### src/hw/fault_pkg.sv
// package: fault classes, register map, field positions, reset values
// assumes: used by the fault escalation top and its testbench
package fault_pkg;

  // ----------------------------------------------------------------
  // register map (byte addresses)
  // ----------------------------------------------------------------
  localparam logic [7:0] ADDR_HARD_STATUS  = 8'h00;
  localparam logic [7:0] ADDR_MM_STATUS    = 8'h04;
  localparam logic [7:0] ADDR_BUS_STATUS   = 8'h08;
  localparam logic [7:0] ADDR_USAGE_STATUS = 8'h0C;
  localparam logic [7:0] ADDR_MM_ADDRESS   = 8'h10;
  localparam logic [7:0] ADDR_BUS_ADDRESS  = 8'h14;
  localparam logic [7:0] ADDR_PRIORITY     = 8'h18;
  localparam logic [7:0] ADDR_ENABLES      = 8'h1C;
  localparam logic [7:0] ADDR_STATE        = 8'h20;

  // ----------------------------------------------------------------
  // field positions
  // ----------------------------------------------------------------
  // hard status
  localparam int HF_VECTOR_READ_ERROR_FLAG   = 0;
  localparam int HF_ESCALATED_FLAG = 1;
  // mem manage status
  localparam int MM_IACC   = 0;
  localparam int MM_DACC   = 1;
  localparam int MM_STK    = 2;
  localparam int MM_UNSTK  = 3;
  // bus status
  localparam int BF_STK    = 0;
  localparam int BF_UNSTK  = 1;
  localparam int BF_PREF   = 2;
  localparam int BF_PREC   = 3;
  localparam int BF_IMPR   = 4;
  // usage status
  localparam int UF_COPROCESSOR_ACCESS_FLAG   = 0;
  localparam int UF_UNDEFINED_INSTR_FLAG  = 1;
  localparam int UF_STATE  = 2;
  localparam int UF_RET    = 3;
  localparam int UF_UNAL   = 4;
  localparam int UF_ZERO_DIVISOR_FLAG   = 5;
  // priority config: 3 bytes, mm / bus / usage
  localparam int PRI_W     = 8;
  localparam int PRI_MM    = 0;
  localparam int PRI_BUS   = 8;
  localparam int PRI_USAGE = 16;
  // handler enables
  localparam int EN_MM     = 0;
  localparam int EN_BUS    = 1;
  localparam int EN_USAGE  = 2;
  // state register
  localparam int ST_LOCK   = 0;
  localparam int ST_NMI    = 1;

  localparam logic [31:0] RESET_WORD = 32'h0000_0000;
  localparam logic [1:0]  RESP_OKAY   = 2'h0;
  localparam logic [1:0]  RESP_SLVERR = 2'h2;

  // fault class raised to the prioritiser
  typedef enum logic [2:0] {
    FC_NONE  = 3'b000,
    FC_HARD  = 3'b001,
    FC_MM    = 3'b010,
    FC_BUS   = 3'b011,
    FC_USAGE = 3'b100
  } fault_class_t;

  // lockup state
  typedef enum logic [1:0] {
    LK_RUN      = 2'b00,
    LK_LOCKED   = 2'b01,
    LK_LOCK_NMI = 2'b10
  } lock_state_t;

endpackage

### src/hw/fault_addr_capture.sv
// fault_addr_capture: latches a fault address once, until status clears
// assumes: load and clear are single-cycle pulses on CLOCK
`timescale 1ns/1ps
module fault_addr_capture (
  // clock and reset
  input  wire logic        clk,
  input  wire logic        arst_n,
  // control
  input  wire logic        load,
  input  wire logic        clear,
  input  wire logic [31:0] addr_in,
  // result
  output logic      [31:0] addr_out,
  output logic             held
);

  typedef struct packed {
    logic [31:0] addr;
    logic        held;
  } cap_state_t;

  cap_state_t state_reg;
  cap_state_t state_next;

  // ----------------------------------------------------------------
  // first fault wins until software clears
  // ----------------------------------------------------------------
  always_comb begin
    state_next = state_reg;
    if (clear) begin
      state_next.held = 1'b0;
    end
    if (load && (!state_reg.held || clear)) begin
      state_next.addr = addr_in;
      state_next.held = 1'b1;
    end
  end

  always_ff @(posedge clk or negedge arst_n) begin
    if (!arst_n) begin
      state_reg <= '0;
    end else begin
      state_reg <= state_next;
    end
  end

  assign addr_out = state_reg.addr;
  assign held     = state_reg.held;

  a_capture_load: assert property (@(posedge clk) disable iff (!arst_n)
    (load && !held) |=> (held && addr_out == $past(addr_in)))
    else $error("fault address not captured");

endmodule

### src/hw/fault_detect_escalation.sv
// file: top of the fault classification and escalation unit
// assumes: fault inputs are single-cycle pulses from logic on CLOCK
//
// The AXI4-Lite register port and the register offsets were decided locally.
`timescale 1ns/1ps
module fault_detect_escalation (
  // clock and reset
  input  wire logic        CLOCK,
  input  wire logic        ARST_N,
  // axi4-lite write address
  input  wire logic [7:0]  AWADDR,
  input  wire logic        AWVALID,
  output logic             AWREADY,
  // axi4-lite write data
  input  wire logic [31:0] WDATA,
  input  wire logic [3:0]  WSTRB,
  input  wire logic        WVALID,
  output logic             WREADY,
  // axi4-lite write response
  output logic [1:0]       BRESP,
  output logic             BVALID,
  input  wire logic        BREADY,
  // axi4-lite read address
  input  wire logic [7:0]  ARADDR,
  input  wire logic        ARVALID,
  output logic             ARREADY,
  // axi4-lite read data
  output logic [31:0]      RDATA,
  output logic [1:0]       RRESP,
  output logic             RVALID,
  input  wire logic        RREADY,
  // fetch, vector and data bus errors
  input  wire logic        FETCH_BUS_ERR,
  input  wire logic        VECTOR_BUS_ERR,
  input  wire logic        PRECISE_BUS_ERR,
  input  wire logic        IMPRECISE_BUS_ERR,
  input  wire logic        STACK_BUS_ERR,
  input  wire logic        UNSTACK_BUS_ERR,
  input  wire logic [31:0] BUS_FAULT_ADDR,
  // protection checker
  input  wire logic        NON_EXECUTABLE_REGION,
  input  wire logic        MPU_INSTR_VIOL,
  input  wire logic        MPU_DATA_VIOL,
  input  wire logic        MPU_STACK_VIOL,
  input  wire logic        MPU_UNSTACK_VIOL,
  input  wire logic [31:0] MM_FAULT_ADDR,
  // decode faults
  input  wire logic        COPROC_ACCESS,
  input  wire logic        UNDEFINED_INSTR,
  input  wire logic        LEAVE_COMPACT_SET,
  input  wire logic        BAD_CONTINUATION,
  input  wire logic        BAD_RETURN_VALUE,
  input  wire logic        UNALIGNED_ACCESS,
  input  wire logic        ZERO_DIVISOR,
  // executing context
  input  wire logic        IN_HANDLER,
  input  wire logic [7:0]  CURRENT_PRIORITY,
  input  wire logic [2:0]  ACTIVE_FAULT,
  input  wire logic        IN_NMI,
  input  wire logic        IN_HARD_FAULT,
  input  wire logic        BUS_HANDLER_ENTRY,
  input  wire logic        NMI_EVENT,
  input  wire logic        DEBUG_HALT,
  // to the prioritiser
  output logic             FAULT_VALID,
  output logic [2:0]       FAULT_CLASS,
  output logic             LOCKUP
);

  // ----------------------------------------------------------------
  // state
  // ----------------------------------------------------------------
  typedef struct packed {
    logic [1:0]                hard;
    logic [3:0]                mm;
    logic [4:0]                bus;
    logic [5:0]                usage;
    logic [23:0]               pri;
    logic [2:0]                en;
    fault_pkg::lock_state_t    lock;
    logic                      fvalid;
    fault_pkg::fault_class_t   fclass;
    logic                      aw_held;
    logic [7:0]                aw_addr;
    logic                      w_held;
    logic [31:0]               w_data;
    logic [3:0]                w_strb;
    logic                      bvalid;
    logic [1:0]                bresp;
    logic                      rvalid;
    logic [31:0]               rdata;
    logic [1:0]                rresp;
  } top_state_t;

  top_state_t s_reg;
  top_state_t s_next;

  logic [31:0] mm_addr;
  logic [31:0] bus_addr;
  logic        mm_held;
  logic        bus_held;

  // ----------------------------------------------------------------
  // helpers
  // ----------------------------------------------------------------
  function automatic logic [31:0] merge(input logic [31:0] old_v,
                                        input logic [31:0] new_v,
                                        input logic [3:0]  strb);
    logic [31:0] r;
    r = old_v;
    for (int i = 0; i < 4; i++) begin
      if (strb[i]) begin
        r[i*8 +: 8] = new_v[i*8 +: 8];
      end
    end
    return r;
  endfunction

  // escalation test for one configurable class
  function automatic logic escalates(input logic       en_bit,
                                     input logic [7:0] pri,
                                     input logic [2:0] cls);
    logic r;
    r = !en_bit;
    if (IN_HANDLER && pri >= CURRENT_PRIORITY) r = 1'b1;
    if (IN_HANDLER && ACTIVE_FAULT == cls) r = 1'b1;
    if (IN_NMI || IN_HARD_FAULT) r = 1'b1;
    return r;
  endfunction

  // ----------------------------------------------------------------
  // fault detection
  // ----------------------------------------------------------------
  logic       mm_hit;
  logic       bus_hit;
  logic       usage_hit;
  logic       mm_esc;
  logic       bus_esc;
  logic       usage_esc;
  logic       hard_hit;
  logic [3:0] mm_ev;
  logic [4:0] bus_ev;
  logic [5:0] usage_ev;

  always_comb begin
    mm_ev = '0;
    mm_ev[fault_pkg::MM_IACC]  = MPU_INSTR_VIOL || NON_EXECUTABLE_REGION;
    mm_ev[fault_pkg::MM_DACC]  = MPU_DATA_VIOL;
    mm_ev[fault_pkg::MM_STK]   = MPU_STACK_VIOL;
    mm_ev[fault_pkg::MM_UNSTK] = MPU_UNSTACK_VIOL;
    bus_ev = '0;
    bus_ev[fault_pkg::BF_STK]   = STACK_BUS_ERR;
    bus_ev[fault_pkg::BF_UNSTK] = UNSTACK_BUS_ERR;
    bus_ev[fault_pkg::BF_PREF]  = FETCH_BUS_ERR;
    bus_ev[fault_pkg::BF_PREC]  = PRECISE_BUS_ERR;
    bus_ev[fault_pkg::BF_IMPR]  = IMPRECISE_BUS_ERR;
    usage_ev = '0;
    usage_ev[fault_pkg::UF_COPROCESSOR_ACCESS_FLAG]  = COPROC_ACCESS;
    usage_ev[fault_pkg::UF_UNDEFINED_INSTR_FLAG] = UNDEFINED_INSTR;
    usage_ev[fault_pkg::UF_STATE] = LEAVE_COMPACT_SET || BAD_CONTINUATION;
    usage_ev[fault_pkg::UF_RET]   = BAD_RETURN_VALUE;
    usage_ev[fault_pkg::UF_UNAL]  = UNALIGNED_ACCESS;
    usage_ev[fault_pkg::UF_ZERO_DIVISOR_FLAG]  = ZERO_DIVISOR;
  end

  assign mm_hit    = |mm_ev;
  assign bus_hit   = |bus_ev;
  assign usage_hit = |usage_ev;
  assign mm_esc    = mm_hit && escalates(s_reg.en[fault_pkg::EN_MM],
                       s_reg.pri[fault_pkg::PRI_MM +: fault_pkg::PRI_W], 3'(fault_pkg::FC_MM));
  // stacking into the bus fault handler never escalates
  assign bus_esc   = bus_hit && !(BUS_HANDLER_ENTRY && STACK_BUS_ERR) &&
                     escalates(s_reg.en[fault_pkg::EN_BUS],
                       s_reg.pri[fault_pkg::PRI_BUS +: fault_pkg::PRI_W], 3'(fault_pkg::FC_BUS));
  assign usage_esc = usage_hit && escalates(s_reg.en[fault_pkg::EN_USAGE],
                       s_reg.pri[fault_pkg::PRI_USAGE +: fault_pkg::PRI_W],
                       3'(fault_pkg::FC_USAGE));
  assign hard_hit  = VECTOR_BUS_ERR || mm_esc || bus_esc || usage_esc;

  // ----------------------------------------------------------------
  // bus access decode
  // ----------------------------------------------------------------
  logic        do_write;
  logic        do_read;
  logic [31:0] rd_word;
  logic        rd_ok;
  logic [31:0] wr_old;
  logic        wr_ok;
  logic        clr_mm;
  logic        clr_bus;

  assign AWREADY  = !s_reg.aw_held;
  assign WREADY   = !s_reg.w_held;
  assign ARREADY  = !s_reg.rvalid;
  assign do_write = s_reg.aw_held && s_reg.w_held && !s_reg.bvalid;
  assign do_read  = ARVALID && !s_reg.rvalid;

  always_comb begin
    rd_word = fault_pkg::RESET_WORD;
    rd_ok   = 1'b1;
    unique case (ARADDR)
      fault_pkg::ADDR_HARD_STATUS:  rd_word = 32'(s_reg.hard);
      fault_pkg::ADDR_MM_STATUS:    rd_word = 32'(s_reg.mm);
      fault_pkg::ADDR_BUS_STATUS:   rd_word = 32'(s_reg.bus);
      fault_pkg::ADDR_USAGE_STATUS: rd_word = 32'(s_reg.usage);
      fault_pkg::ADDR_MM_ADDRESS:   rd_word = mm_addr;
      fault_pkg::ADDR_BUS_ADDRESS:  rd_word = bus_addr;
      fault_pkg::ADDR_PRIORITY:     rd_word = 32'(s_reg.pri);
      fault_pkg::ADDR_ENABLES:      rd_word = 32'(s_reg.en);
      fault_pkg::ADDR_STATE: begin
        rd_word[fault_pkg::ST_LOCK] = s_reg.lock != fault_pkg::LK_RUN;
        rd_word[fault_pkg::ST_NMI]  = s_reg.lock == fault_pkg::LK_LOCK_NMI;
      end
      default: rd_ok = 1'b0;
    endcase
  end

  always_comb begin
    wr_old = fault_pkg::RESET_WORD;
    wr_ok  = 1'b1;
    unique case (s_reg.aw_addr)
      fault_pkg::ADDR_HARD_STATUS,
      fault_pkg::ADDR_MM_STATUS,
      fault_pkg::ADDR_BUS_STATUS,
      fault_pkg::ADDR_USAGE_STATUS: wr_old = fault_pkg::RESET_WORD;
      fault_pkg::ADDR_PRIORITY:     wr_old = 32'(s_reg.pri);
      fault_pkg::ADDR_ENABLES:      wr_old = 32'(s_reg.en);
      fault_pkg::ADDR_MM_ADDRESS,
      fault_pkg::ADDR_BUS_ADDRESS,
      fault_pkg::ADDR_STATE:        wr_old = fault_pkg::RESET_WORD;
      default: wr_ok = 1'b0;
    endcase
  end

  // ----------------------------------------------------------------
  // next state
  // ----------------------------------------------------------------
  logic [31:0] wv;

  always_comb begin
    s_next  = s_reg;
    wv      = merge(wr_old, s_reg.w_data, s_reg.w_strb);
    clr_mm  = 1'b0;
    clr_bus = 1'b0;
    // write channel capture
    if (AWVALID && AWREADY) begin
      s_next.aw_held = 1'b1;
      s_next.aw_addr = AWADDR;
    end
    if (WVALID && WREADY) begin
      s_next.w_held = 1'b1;
      s_next.w_data = WDATA;
      s_next.w_strb = WSTRB;
    end
    // register writes; status bits are write-one-to-clear
    if (do_write) begin
      s_next.aw_held = 1'b0;
      s_next.w_held  = 1'b0;
      s_next.bvalid  = 1'b1;
      s_next.bresp   = wr_ok ? fault_pkg::RESP_OKAY : fault_pkg::RESP_SLVERR;
      unique case (s_reg.aw_addr)
        fault_pkg::ADDR_HARD_STATUS:  s_next.hard  = s_reg.hard & ~wv[1:0];
        fault_pkg::ADDR_MM_STATUS: begin
          s_next.mm = s_reg.mm & ~wv[3:0];
          clr_mm    = |wv[3:0];
        end
        fault_pkg::ADDR_BUS_STATUS: begin
          s_next.bus = s_reg.bus & ~wv[4:0];
          clr_bus    = |wv[4:0];
        end
        fault_pkg::ADDR_USAGE_STATUS: s_next.usage = s_reg.usage & ~wv[5:0];
        fault_pkg::ADDR_PRIORITY:     s_next.pri   = wv[23:0];
        fault_pkg::ADDR_ENABLES:      s_next.en    = wv[2:0];
        default: ;
      endcase
    end
    if (s_reg.bvalid && BREADY) begin
      s_next.bvalid = 1'b0;
    end
    // read channel
    if (do_read) begin
      s_next.rvalid = 1'b1;
      s_next.rdata  = rd_word;
      s_next.rresp  = rd_ok ? fault_pkg::RESP_OKAY : fault_pkg::RESP_SLVERR;
    end else if (s_reg.rvalid && RREADY) begin
      s_next.rvalid = 1'b0;
    end
    // sticky flags, set wins over clear
    s_next.mm    = s_next.mm | mm_ev;
    s_next.bus   = s_next.bus | bus_ev;
    s_next.usage = s_next.usage | usage_ev;
    if (VECTOR_BUS_ERR) s_next.hard[fault_pkg::HF_VECTOR_READ_ERROR_FLAG] = 1'b1;
    if (mm_esc || bus_esc || usage_esc) begin
      s_next.hard[fault_pkg::HF_ESCALATED_FLAG] = 1'b1;
    end
    // fault report to the prioritiser
    s_next.fvalid = (hard_hit || mm_hit || bus_hit || usage_hit) &&
                    s_reg.lock == fault_pkg::LK_RUN;
    if (hard_hit)       s_next.fclass = fault_pkg::FC_HARD;
    else if (mm_hit)    s_next.fclass = fault_pkg::FC_MM;
    else if (bus_hit)   s_next.fclass = fault_pkg::FC_BUS;
    else if (usage_hit) s_next.fclass = fault_pkg::FC_USAGE;
    else                s_next.fclass = fault_pkg::FC_NONE;
    // lockup
    unique case (s_reg.lock)
      fault_pkg::LK_RUN: begin
        if (hard_hit && IN_NMI) begin
          s_next.lock = fault_pkg::LK_LOCK_NMI;
        end else if (hard_hit && IN_HARD_FAULT) begin
          s_next.lock = fault_pkg::LK_LOCKED;
        end
      end
      fault_pkg::LK_LOCKED: begin
        if (NMI_EVENT || DEBUG_HALT) s_next.lock = fault_pkg::LK_RUN;
      end
      fault_pkg::LK_LOCK_NMI: begin
        if (DEBUG_HALT) s_next.lock = fault_pkg::LK_RUN;
      end
      default: s_next.lock = fault_pkg::LK_RUN;
    endcase
  end

  always_ff @(posedge CLOCK or negedge ARST_N) begin
    if (!ARST_N) begin
      s_reg      <= '0;
      s_reg.en   <= 3'h0;
      s_reg.lock <= fault_pkg::LK_RUN;
    end else begin
      s_reg <= s_next;
    end
  end

  // ----------------------------------------------------------------
  // address capture
  // ----------------------------------------------------------------
  fault_addr_capture u_mm_addr (
    .clk      (CLOCK),
    .arst_n   (ARST_N),
    .load     (mm_hit),
    .clear    (clr_mm),
    .addr_in  (MM_FAULT_ADDR),
    .addr_out (mm_addr),
    .held     (mm_held)
  );

  fault_addr_capture u_bus_addr (
    .clk      (CLOCK),
    .arst_n   (ARST_N),
    .load     (bus_hit && !IMPRECISE_BUS_ERR),
    .clear    (clr_bus),
    .addr_in  (BUS_FAULT_ADDR),
    .addr_out (bus_addr),
    .held     (bus_held)
  );

  // ----------------------------------------------------------------
  // outputs
  // ----------------------------------------------------------------
  assign BVALID      = s_reg.bvalid;
  assign BRESP       = s_reg.bresp;
  assign RVALID      = s_reg.rvalid;
  assign RDATA       = s_reg.rdata;
  assign RRESP       = s_reg.rresp;
  assign FAULT_VALID = s_reg.fvalid;
  assign FAULT_CLASS = s_reg.fclass;
  assign LOCKUP      = s_reg.lock != fault_pkg::LK_RUN;

  // ----------------------------------------------------------------
  // checks
  // ----------------------------------------------------------------
  a_vector_hard: assert property (@(posedge CLOCK) disable iff (!ARST_N)
    VECTOR_BUS_ERR |=> s_reg.hard[fault_pkg::HF_VECTOR_READ_ERROR_FLAG])
    else $error("vector error did not set flag");

  a_disabled_escalate: assert property (@(posedge CLOCK) disable iff (!ARST_N)
    (usage_hit && !s_reg.en[fault_pkg::EN_USAGE]) |=> s_reg.hard[fault_pkg::HF_ESCALATED_FLAG])
    else $error("disabled handler fault not escalated");

  a_nonexec_flag: assert property (@(posedge CLOCK) disable iff (!ARST_N)
    NON_EXECUTABLE_REGION |=> s_reg.mm[fault_pkg::MM_IACC])
    else $error("non executable access not flagged");

  a_precise_flag: assert property (@(posedge CLOCK) disable iff (!ARST_N)
    PRECISE_BUS_ERR |=> s_reg.bus[fault_pkg::BF_PREC])
    else $error("precise bus error not flagged");

  a_div_flag: assert property (@(posedge CLOCK) disable iff (!ARST_N)
    ZERO_DIVISOR |=> s_reg.usage[fault_pkg::UF_ZERO_DIVISOR_FLAG])
    else $error("zero divisor not flagged");

  a_lock_enter: assert property (@(posedge CLOCK) disable iff (!ARST_N)
    (hard_hit && IN_HARD_FAULT && !LOCKUP) |=> LOCKUP)
    else $error("lockup not entered");

  a_nmi_no_exit: assert property (@(posedge CLOCK) disable iff (!ARST_N)
    (s_reg.lock == fault_pkg::LK_LOCK_NMI && !DEBUG_HALT) |=> LOCKUP)
    else $error("nmi lockup released without halt");

  a_lock_silent: assert property (@(posedge CLOCK) disable iff (!ARST_N)
    $past(LOCKUP) |-> !FAULT_VALID)
    else $error("fault reported during lockup");

  a_flag_sticky: assert property (@(posedge CLOCK) disable iff (!ARST_N)
    ($past(s_reg.usage[fault_pkg::UF_UNDEFINED_INSTR_FLAG]) && !$past(do_write))
      |-> s_reg.usage[fault_pkg::UF_UNDEFINED_INSTR_FLAG])
    else $error("usage flag lost without clear");

endmodule

### config.mk
export PLATFORM = sky130hd
export DESIGN_NAME = fault_detect_escalation
export DESIGN_NICKNAME = d
export VERILOG_FILES = /design/src/hw/fault_pkg.sv /design/src/hw/fault_addr_capture.sv /design/src/hw/fault_detect_escalation.sv
export SDC_FILE = /design/constraint.sdc
export NUM_CORES = 1
export LEC_CHECK = 0
export ABC_AREA = 1
export ABC_CLOCK_PERIOD_IN_PS = 2300
export BUFFER_PORTS_ARGS = -buffer_cell sky130_fd_sc_hd__buf_2
export CAP_MARGIN = 0
export CORE_ASPECT_RATIO = 1.4
export CORE_MARGIN = 2
export CORE_UTILIZATION = 55
export DETAILED_ROUTE_END_ITERATION = 10
export PLACE_DENSITY = 0.78
export SLEW_MARGIN = 20
export SYNTH_ARGS = -nofsm -noshare
export SYNTH_HDL_FRONTEND = slang
export SYNTH_SLANG_ARGS = --single-unit
export TNS_END_PERCENT = 50
### constraint.sdc
create_clock -name CLOCK -period 2.3 [get_ports CLOCK]
set_clock_uncertainty 0.05 [all_clocks]
set_input_delay 0 -clock CLOCK [delete_from_list [all_inputs] [get_ports CLOCK]]
set_output_delay 0 -clock CLOCK [all_outputs]
set_load 0.005 [all_outputs]
==> Yosys cells after proc, flatten, opt, wreduce, memory -nomap -nowiden <==
Cells that the tools add are included.
{ "word_totals": {"regBits": 200, "latchBits": 0, "ramBits": 0, "romBits": 0, "inputBits": 158, "out_inout_bits": 46, "word_cells": 199, "n_memories": 0} }
{ "op_classes": {"addsub": 0, "multipliers": 0, "div_mod_pow": 0, "order_cmp": 3, "eq_ne": 27, "n_shift": 0, "mux": 53, "bitwise_logic": 11, "reduce_logical": 78} }
{ "op_table": {"columns": ["operator", "n"], "rows": [
  ["30-bit one-hot mux with 7 select lines", 1],
  ["8-bit by 5-bit == test with 1-bit output (second input constant)", 8],
  ["24-bit one-hot mux with 2 select lines", 1],
  ["44-bit 2-to-1 mux", 1],
  ["37-bit 2-to-1 mux", 1],
  ["8-bit by 4-bit == test with 1-bit output (second input constant)", 4],
  ["1-bit 2-to-1 mux", 26],
  ["8-bit >= comparator", 3],
  ["1-bit logical AND", 24],
  ["24-bit 2-to-1 mux", 1],
  ["8-bit 2-to-1 mux", 3],
  ["2-bit nonzero test", 11],
  ["3-bit 2-to-1 mux", 6],
  ["2-bit one-hot mux with 9 select lines", 1],
  ["9-bit OR reduction", 2],
  ["8-bit by 3-bit == test with 1-bit output (second input constant)", 2],
  ["8-bit by 6-bit == test with 1-bit output (second input constant)", 2],
  ["8-bit zero test", 2],
  ["1-bit logical OR", 14],
  ["2-bit 2-to-1 mux", 7],
  ["3-bit AND reduction", 4],
  ["1-bit zero test", 11],
  ["2-bit != test (second input constant)", 5],
  ["5-bit OR reduction", 2],
  ["25 further kinds", 30]
]} }

==> Depth between registers and ports, before layout <==
{ "logic_depth": {"word_depth": 13, "ltp_mapped": 15, "mapped_depth_nobuf": 15} }

==> Modules after synthesis <==
From an unflattened synthesis, not the netlist that was laid out.
{ "hier_totals": {"hier_cells": 1048, "hier_area_um2": 9247.6} }
{ "modules_own_cells": {"columns": ["mod", "instances", "cells_per_inst", "area_per_inst_um2", "seq_area_each_um2"], "rows": [
  ["fault_detect_escalation", 1, 762, 6587.6, 3078.0],
  ["fault_addr_capture", 2, 143, 1330.0, 825.8]
]} }

==> Least setup slack after synthesis <==
Ideal clock, no wire load.
{ "synth_path": {"path_type": "reg-to-reg", "startpoint": "register s_reg[76] (netlist name)", "endpoint": "register u_mm_addr.state_reg, in the netlist u_mm_addr.addr_out[13]", "setup_time_ps": 117, "t_arrival_ps": 1658, "required_ps": 2133, "path_slack_ps": 476, "stages_incl_launch_ff": 14, "path_buffers": 1, "synth_period_minus_slack_ps": 1824, "cell_sequence": "dfrtp_1 nor2_4 nand3_1 nor2_2 nand2_2 o211ai_2 inv_2 nand3_2 nand2_1 nand2_4 nand2_4 buf_6 nand2_1 nand2_1"} }
{ "synth_via": {"elab_chain_cells": 8, "elab_cells_between_ends": 10, "classes_between": "eq/ne (3); mux (4); reduce/logical (3)"} }
{ "synth_rtl": {"columns": ["element", "line_no", "source"], "rows": [
  ["start: declaration", "fault_detect_escalation.sv:95", "top_state_t s_reg;"],
  ["start signal: assignment", "fault_detect_escalation.sv:329", "s_reg <= s_next;"],
  ["8-bit by 5-bit == test with 1-bit output", "fault_detect_escalation.sv:221", "unique case (s_reg.aw_addr)"],
  ["24-bit one-hot mux with 2 select lines", "fault_detect_escalation.sv:221", null],
  ["8-bit 2-to-1 mux", "fault_detect_escalation.sv:112", "if (strb[i]) begin"],
  ["4-bit OR reduction", "fault_detect_escalation.sv:265", "clr_mm = |wv[3:0];"],
  ["1-bit 2-to-1 mux (*)", "fault_detect_escalation.sv:261", "unique case (s_reg.aw_addr)"],
  ["1-bit 2-to-1 mux (*)", "fault_detect_escalation.sv:256", "if (do_write) begin"],
  ["1-bit logical OR (*)", "fault_addr_capture.sv:33", "if (load && (!state_reg.held || clear)) begin"],
  ["1-bit logical AND (*)", "fault_addr_capture.sv:33", null],
  ["end signal: assignment", "fault_addr_capture.sv:43", "state_reg <= state_next;"],
  ["end: declaration", "fault_addr_capture.sv:22", "cap_state_t state_reg;"]
]} }
Mark *: on every way between the ends. The rest lies on a longest branch, timed or not. The select of a mux whose other input is x is not followed.
A chain may end at the register's enable or synchronous reset.

==> Final worst setup path <==
{ "layout_path": {"startpoint": "register s_reg[82] (netlist name)", "endpoint": "register u_mm_addr.state_reg, in the netlist u_mm_addr.addr_out[24]"} }
The elaborated chain is that of the path after synthesis.

==> results by stage <==
Final layout:
- The share of layout cells above drive strength 1 is 0.2241.
- The flip-flop count of the largest register, all copies and words added is 83.
- The utilization after layout is 0.7468.
- The total number of nets in the final design is around 1,500.
- The design area is between 0.01 and 0.015 mm2.
- The repair_antennas step left the layout with diodes totalling 0.
- From synthesis to final layout, the design area changed by 31.90%.

Critical path:
- The arrival time of data at the critical path endpoint is between 2 and 2.5 ns.
- STA classifies the critical path endpoint as a flip-flop.
- Data on the critical path is required at its endpoint by about 2.6 ns.
- The path depth of the worst reg2reg path is 12.
- The kind of start point of the critical path is a flip-flop.
- The peak fanout along the critical path is 32.
- The classification of the worst setup path is reg -> reg.

Floorplan:
- The core region is approximately 0.016 mm2.
- The horizontal die dimension is 113.3 um.
- For this configuration, the core starts out at a cell density of 0.5662.
- The floorplan has 55 rows.
- In this run the vertical extent of the chip is 157.0 um.
- The die covers 0.01778 mm2.
- The top-level I/O count is roughly 200.

GRT:
- The initial antenna violation count is 0.
- The total overflow reported by the global router is 0.
- The global router's overall resource usage is 0.2982.
- The largest net degree at the start of global routing is 58.
- The global-route wire length before repair is 41,330 um.
- The number of global-route vias before repair came to 8,480.

Logic synthesis:
- In this run, synthesis inferred 0 flip-flops with an integrated enable.
- Ranked by total cell area, the synthesized netlist is headed by sky130_fd_sc_hd__dfrtp_1 (51%), sky130_fd_sc_hd__nand2_1 (13%), sky130_fd_sc_hd__nand3_1 (4.6%).
- The number of warnings reported in the yosys synthesis log is 0.
- The top flip-flop cell by instance count after synthesis is sky130_fd_sc_hd__dfrtp_1.
- Of the synthesized area, sequential elements account for 0.5144.
- The largest area contributor in the netlist is sky130_fd_sc_hd__dfrtp_1.
- The post-synthesis cell count is 1,066.
- Averaged over all synthesized cells, the footprint is ~8.6 um2.
- The count of unique library cells instantiated by Yosys is 43.
- The commonest cells after synthesis are sky130_fd_sc_hd__nand2_1 (315), sky130_fd_sc_hd__dfrtp_1 (189), sky130_fd_sc_hd__nand3_1 (85).
- The top-area cell type share of the netlist area is 0.5144.
- Summing every instance area after synthesis gives 0.009195 mm2.
- Among all cell types in the netlist, the one instantiated most often is sky130_fd_sc_hd__nand2_1.
- The fraction of synthesis flops using an asynchronous set or reset pin is 1.000.
- The post-synthesis register bit count is about 190.

Clock network:
- The clock transition at the registers of the reported paths is ~0.07 ns.
- The library cell used as clock root buffer is sky130_fd_sc_hd__clkbuf_16.
- The CTS tree is built.
- At the later pin of the worst-skew pair, clock insertion delay measures around 0.44 ns.
- The tree built by TritonCTS fans out to about 190 sinks.
- The H-tree generated during clock tree synthesis spans 4 levels.
- The number of buffers created by CTS is 17.
- Counting along the longest clock path gives a buffer depth of 2.

Timing:
- The max-slew headroom at the worst pin is 0.5611.
- Setup repair after global routing could not meet its margin everywhere.
- The number of pins exceeding their max-slew limit in the final report is 0.
- The post-route fraction of the period consumed by the critical path is 0.9396.
- Setup slack on the critical path of the routed design comes to 0.1388 ns.
- The clock period minus worst slack is between 2 and 2.5 ns.
- The total count of hold-check failures in the final report came to 0.
- The transition time at the pin with the least slew margin is between 0.6 and 0.7 ns.
- For this run, the top clock speed supported by timing is 462.7 MHz.
- The total of endpoints with negative setup slack in the final report is 0.

Drt:
- In this run, the number of DRC markers left after iteration 0 of detailed routing was around 660.
- The routed length per placed instance is about 17 um.
- The remaining number of nets flagged by the antenna check after routing is 0.
- The final route contains ~8,400 vias.
- The number of optimization iterations in the first detailed-route pass is 5.
- The post-detailed-routing wire length is approximately 26,000 um.
- The via density per instance is around 5.4.
- After detailed routing, the number of remaining DRC violations is 0.

Power and ir drop:
- The leakage power is around 6.4 nW.
- Across the VDD grid, the largest voltage drop is approximately 0.0006 V.
- The power per cell area is ~760 mW/mm2.

Placement:
- The placer's final routability congestion estimate is 0.8877.
- In this run the cell area measured after placement is around 0.010 mm2.
- After legalization and detailed placement, the total HPWL measured 17,360 um.
- The count of buffers added on input and output ports is 192.
- The pre-CTS setup slack is approximately 0.053 ns.

Min path:
- Along the worst hold path, the cell count comes to 3.
- The path class of the tightest hold or removal check is in -> reg.

Run status:
- The flow ran to the end, and the final reports show no timing, DRC or antenna violations.

Flow run:
- The number of max-cap violations is 0.
[per-layer routing]
| layer | up-vias | track usage | part of all wire |
|---|---|---|---|
| met1 | 3963 | 0.3615 | 0.40 |
| li1 | 4023 | - | - |
| met4 | 0 | 0.1266 | 0.033 |
| met5 | - | 0 | 0 |
| met2 | 376 | 0.5230 | 0.51 |
| met3 | 78 | 0.05275 | 0.065 |
[worst paths after layout]
check	from	endpoint	slack (ns)
max in group asynchronous	ARST_N	u_mm_addr.addr_out[29]	1.33
worst max-delay path	s_reg[82]	u_mm_addr.addr_out[24]	0.14
min in group asynchronous	ARST_N	s_reg[57]	0.04
worst min-delay path	AWVALID	s_reg[83]	0.03
worst min register to register	u_mm_addr.addr_out[23]	u_mm_addr.addr_out[23]	0.42
worst max register to register	s_reg[82]	u_mm_addr.addr_out[24]	0.14
[cell families after synthesis]
group	count (synthesis)	synth area share
other	1	0.0004078
DFF	189	0.5144
AOI/OAI and AO/OA	151	0.1004
buffers and inverters	176	0.09607
muxes	19	0.02327
and+or+nand+nor	506	0.2328
adders and majority gates	24	0.03266
[worst max-delay path: stages (launching register included)]
cell	delay [ns]
sky130_fd_sc_hd__dfrtp_1	0.41
sky130_fd_sc_hd__nor2_2	0.13
sky130_fd_sc_hd__nand3_1	0.11
sky130_fd_sc_hd__nor2_2	0.16
sky130_fd_sc_hd__nand2_2	0.14
sky130_fd_sc_hd__o211ai_4	0.23
sky130_fd_sc_hd__inv_2	0.11
sky130_fd_sc_hd__nand3_2	0.10
sky130_fd_sc_hd__nand2_1	0.09
sky130_fd_sc_hd__nand2_4	0.13
sky130_fd_sc_hd__nand2_8	0.17
sky130_fd_sc_hd__nand2_1	0.13
sky130_fd_sc_hd__nand2_1	0.06
[where the power goes]
group          internal (W)  switching (W)
logic              0.000871        0.00114
clock network       0.00164        0.00132
registers           0.00391       0.000359
[repair_timing]
action,4_1_cts,5_1_grt
hold buffers,127,0
endpoints found under the setup margin,0,65
gates resized for setup,0,11
endpoints found under the hold margin,283,0
setup buffers,0,6
[area by class of cell]
class	count	area, um2
clock buffer	20	446.7
clock inverter	12	136.4
fill	1132	4113
inverter	98	367.9
multi-input combinational	702	3654
sequential	189	4731
tap	199	249.0
timing repair buffer	349	2544
[cells in the final DEF (no fill, tap or decap), types with 22 or more instances in the layout]
cell and instances:
sky130_fd_sc_hd__a21oi_1 40, sky130_fd_sc_hd__buf_2 191, sky130_fd_sc_hd__buf_4 24, sky130_fd_sc_hd__dfrtp_1 188
sky130_fd_sc_hd__dlygate4sd3_1 126, sky130_fd_sc_hd__ha_1 22, sky130_fd_sc_hd__inv_1 83, sky130_fd_sc_hd__nand2_1 312
sky130_fd_sc_hd__nand3_1 85, sky130_fd_sc_hd__nor2_1 65, sky130_fd_sc_hd__o21ai_0 28, sky130_fd_sc_hd__o21ai_1 32
[stage by stage]
stage          TNS (ns)  std cells  total power, W  hold WS [ns]
2_1_floorplan         0       1067        0.005347       -0.3456
3_3_place_gp          0       1404        0.005954      -0.05547
3_5_place_dp          0       1404        0.006048      -0.04588
4_1_cts               0       1563        0.009143       0.01061
5_1_grt        -0.01795       1569        0.009682       0.08511
6_report              0       1569        0.009235       0.03174
Note: power is estimated with default switching activity, not from simulation.
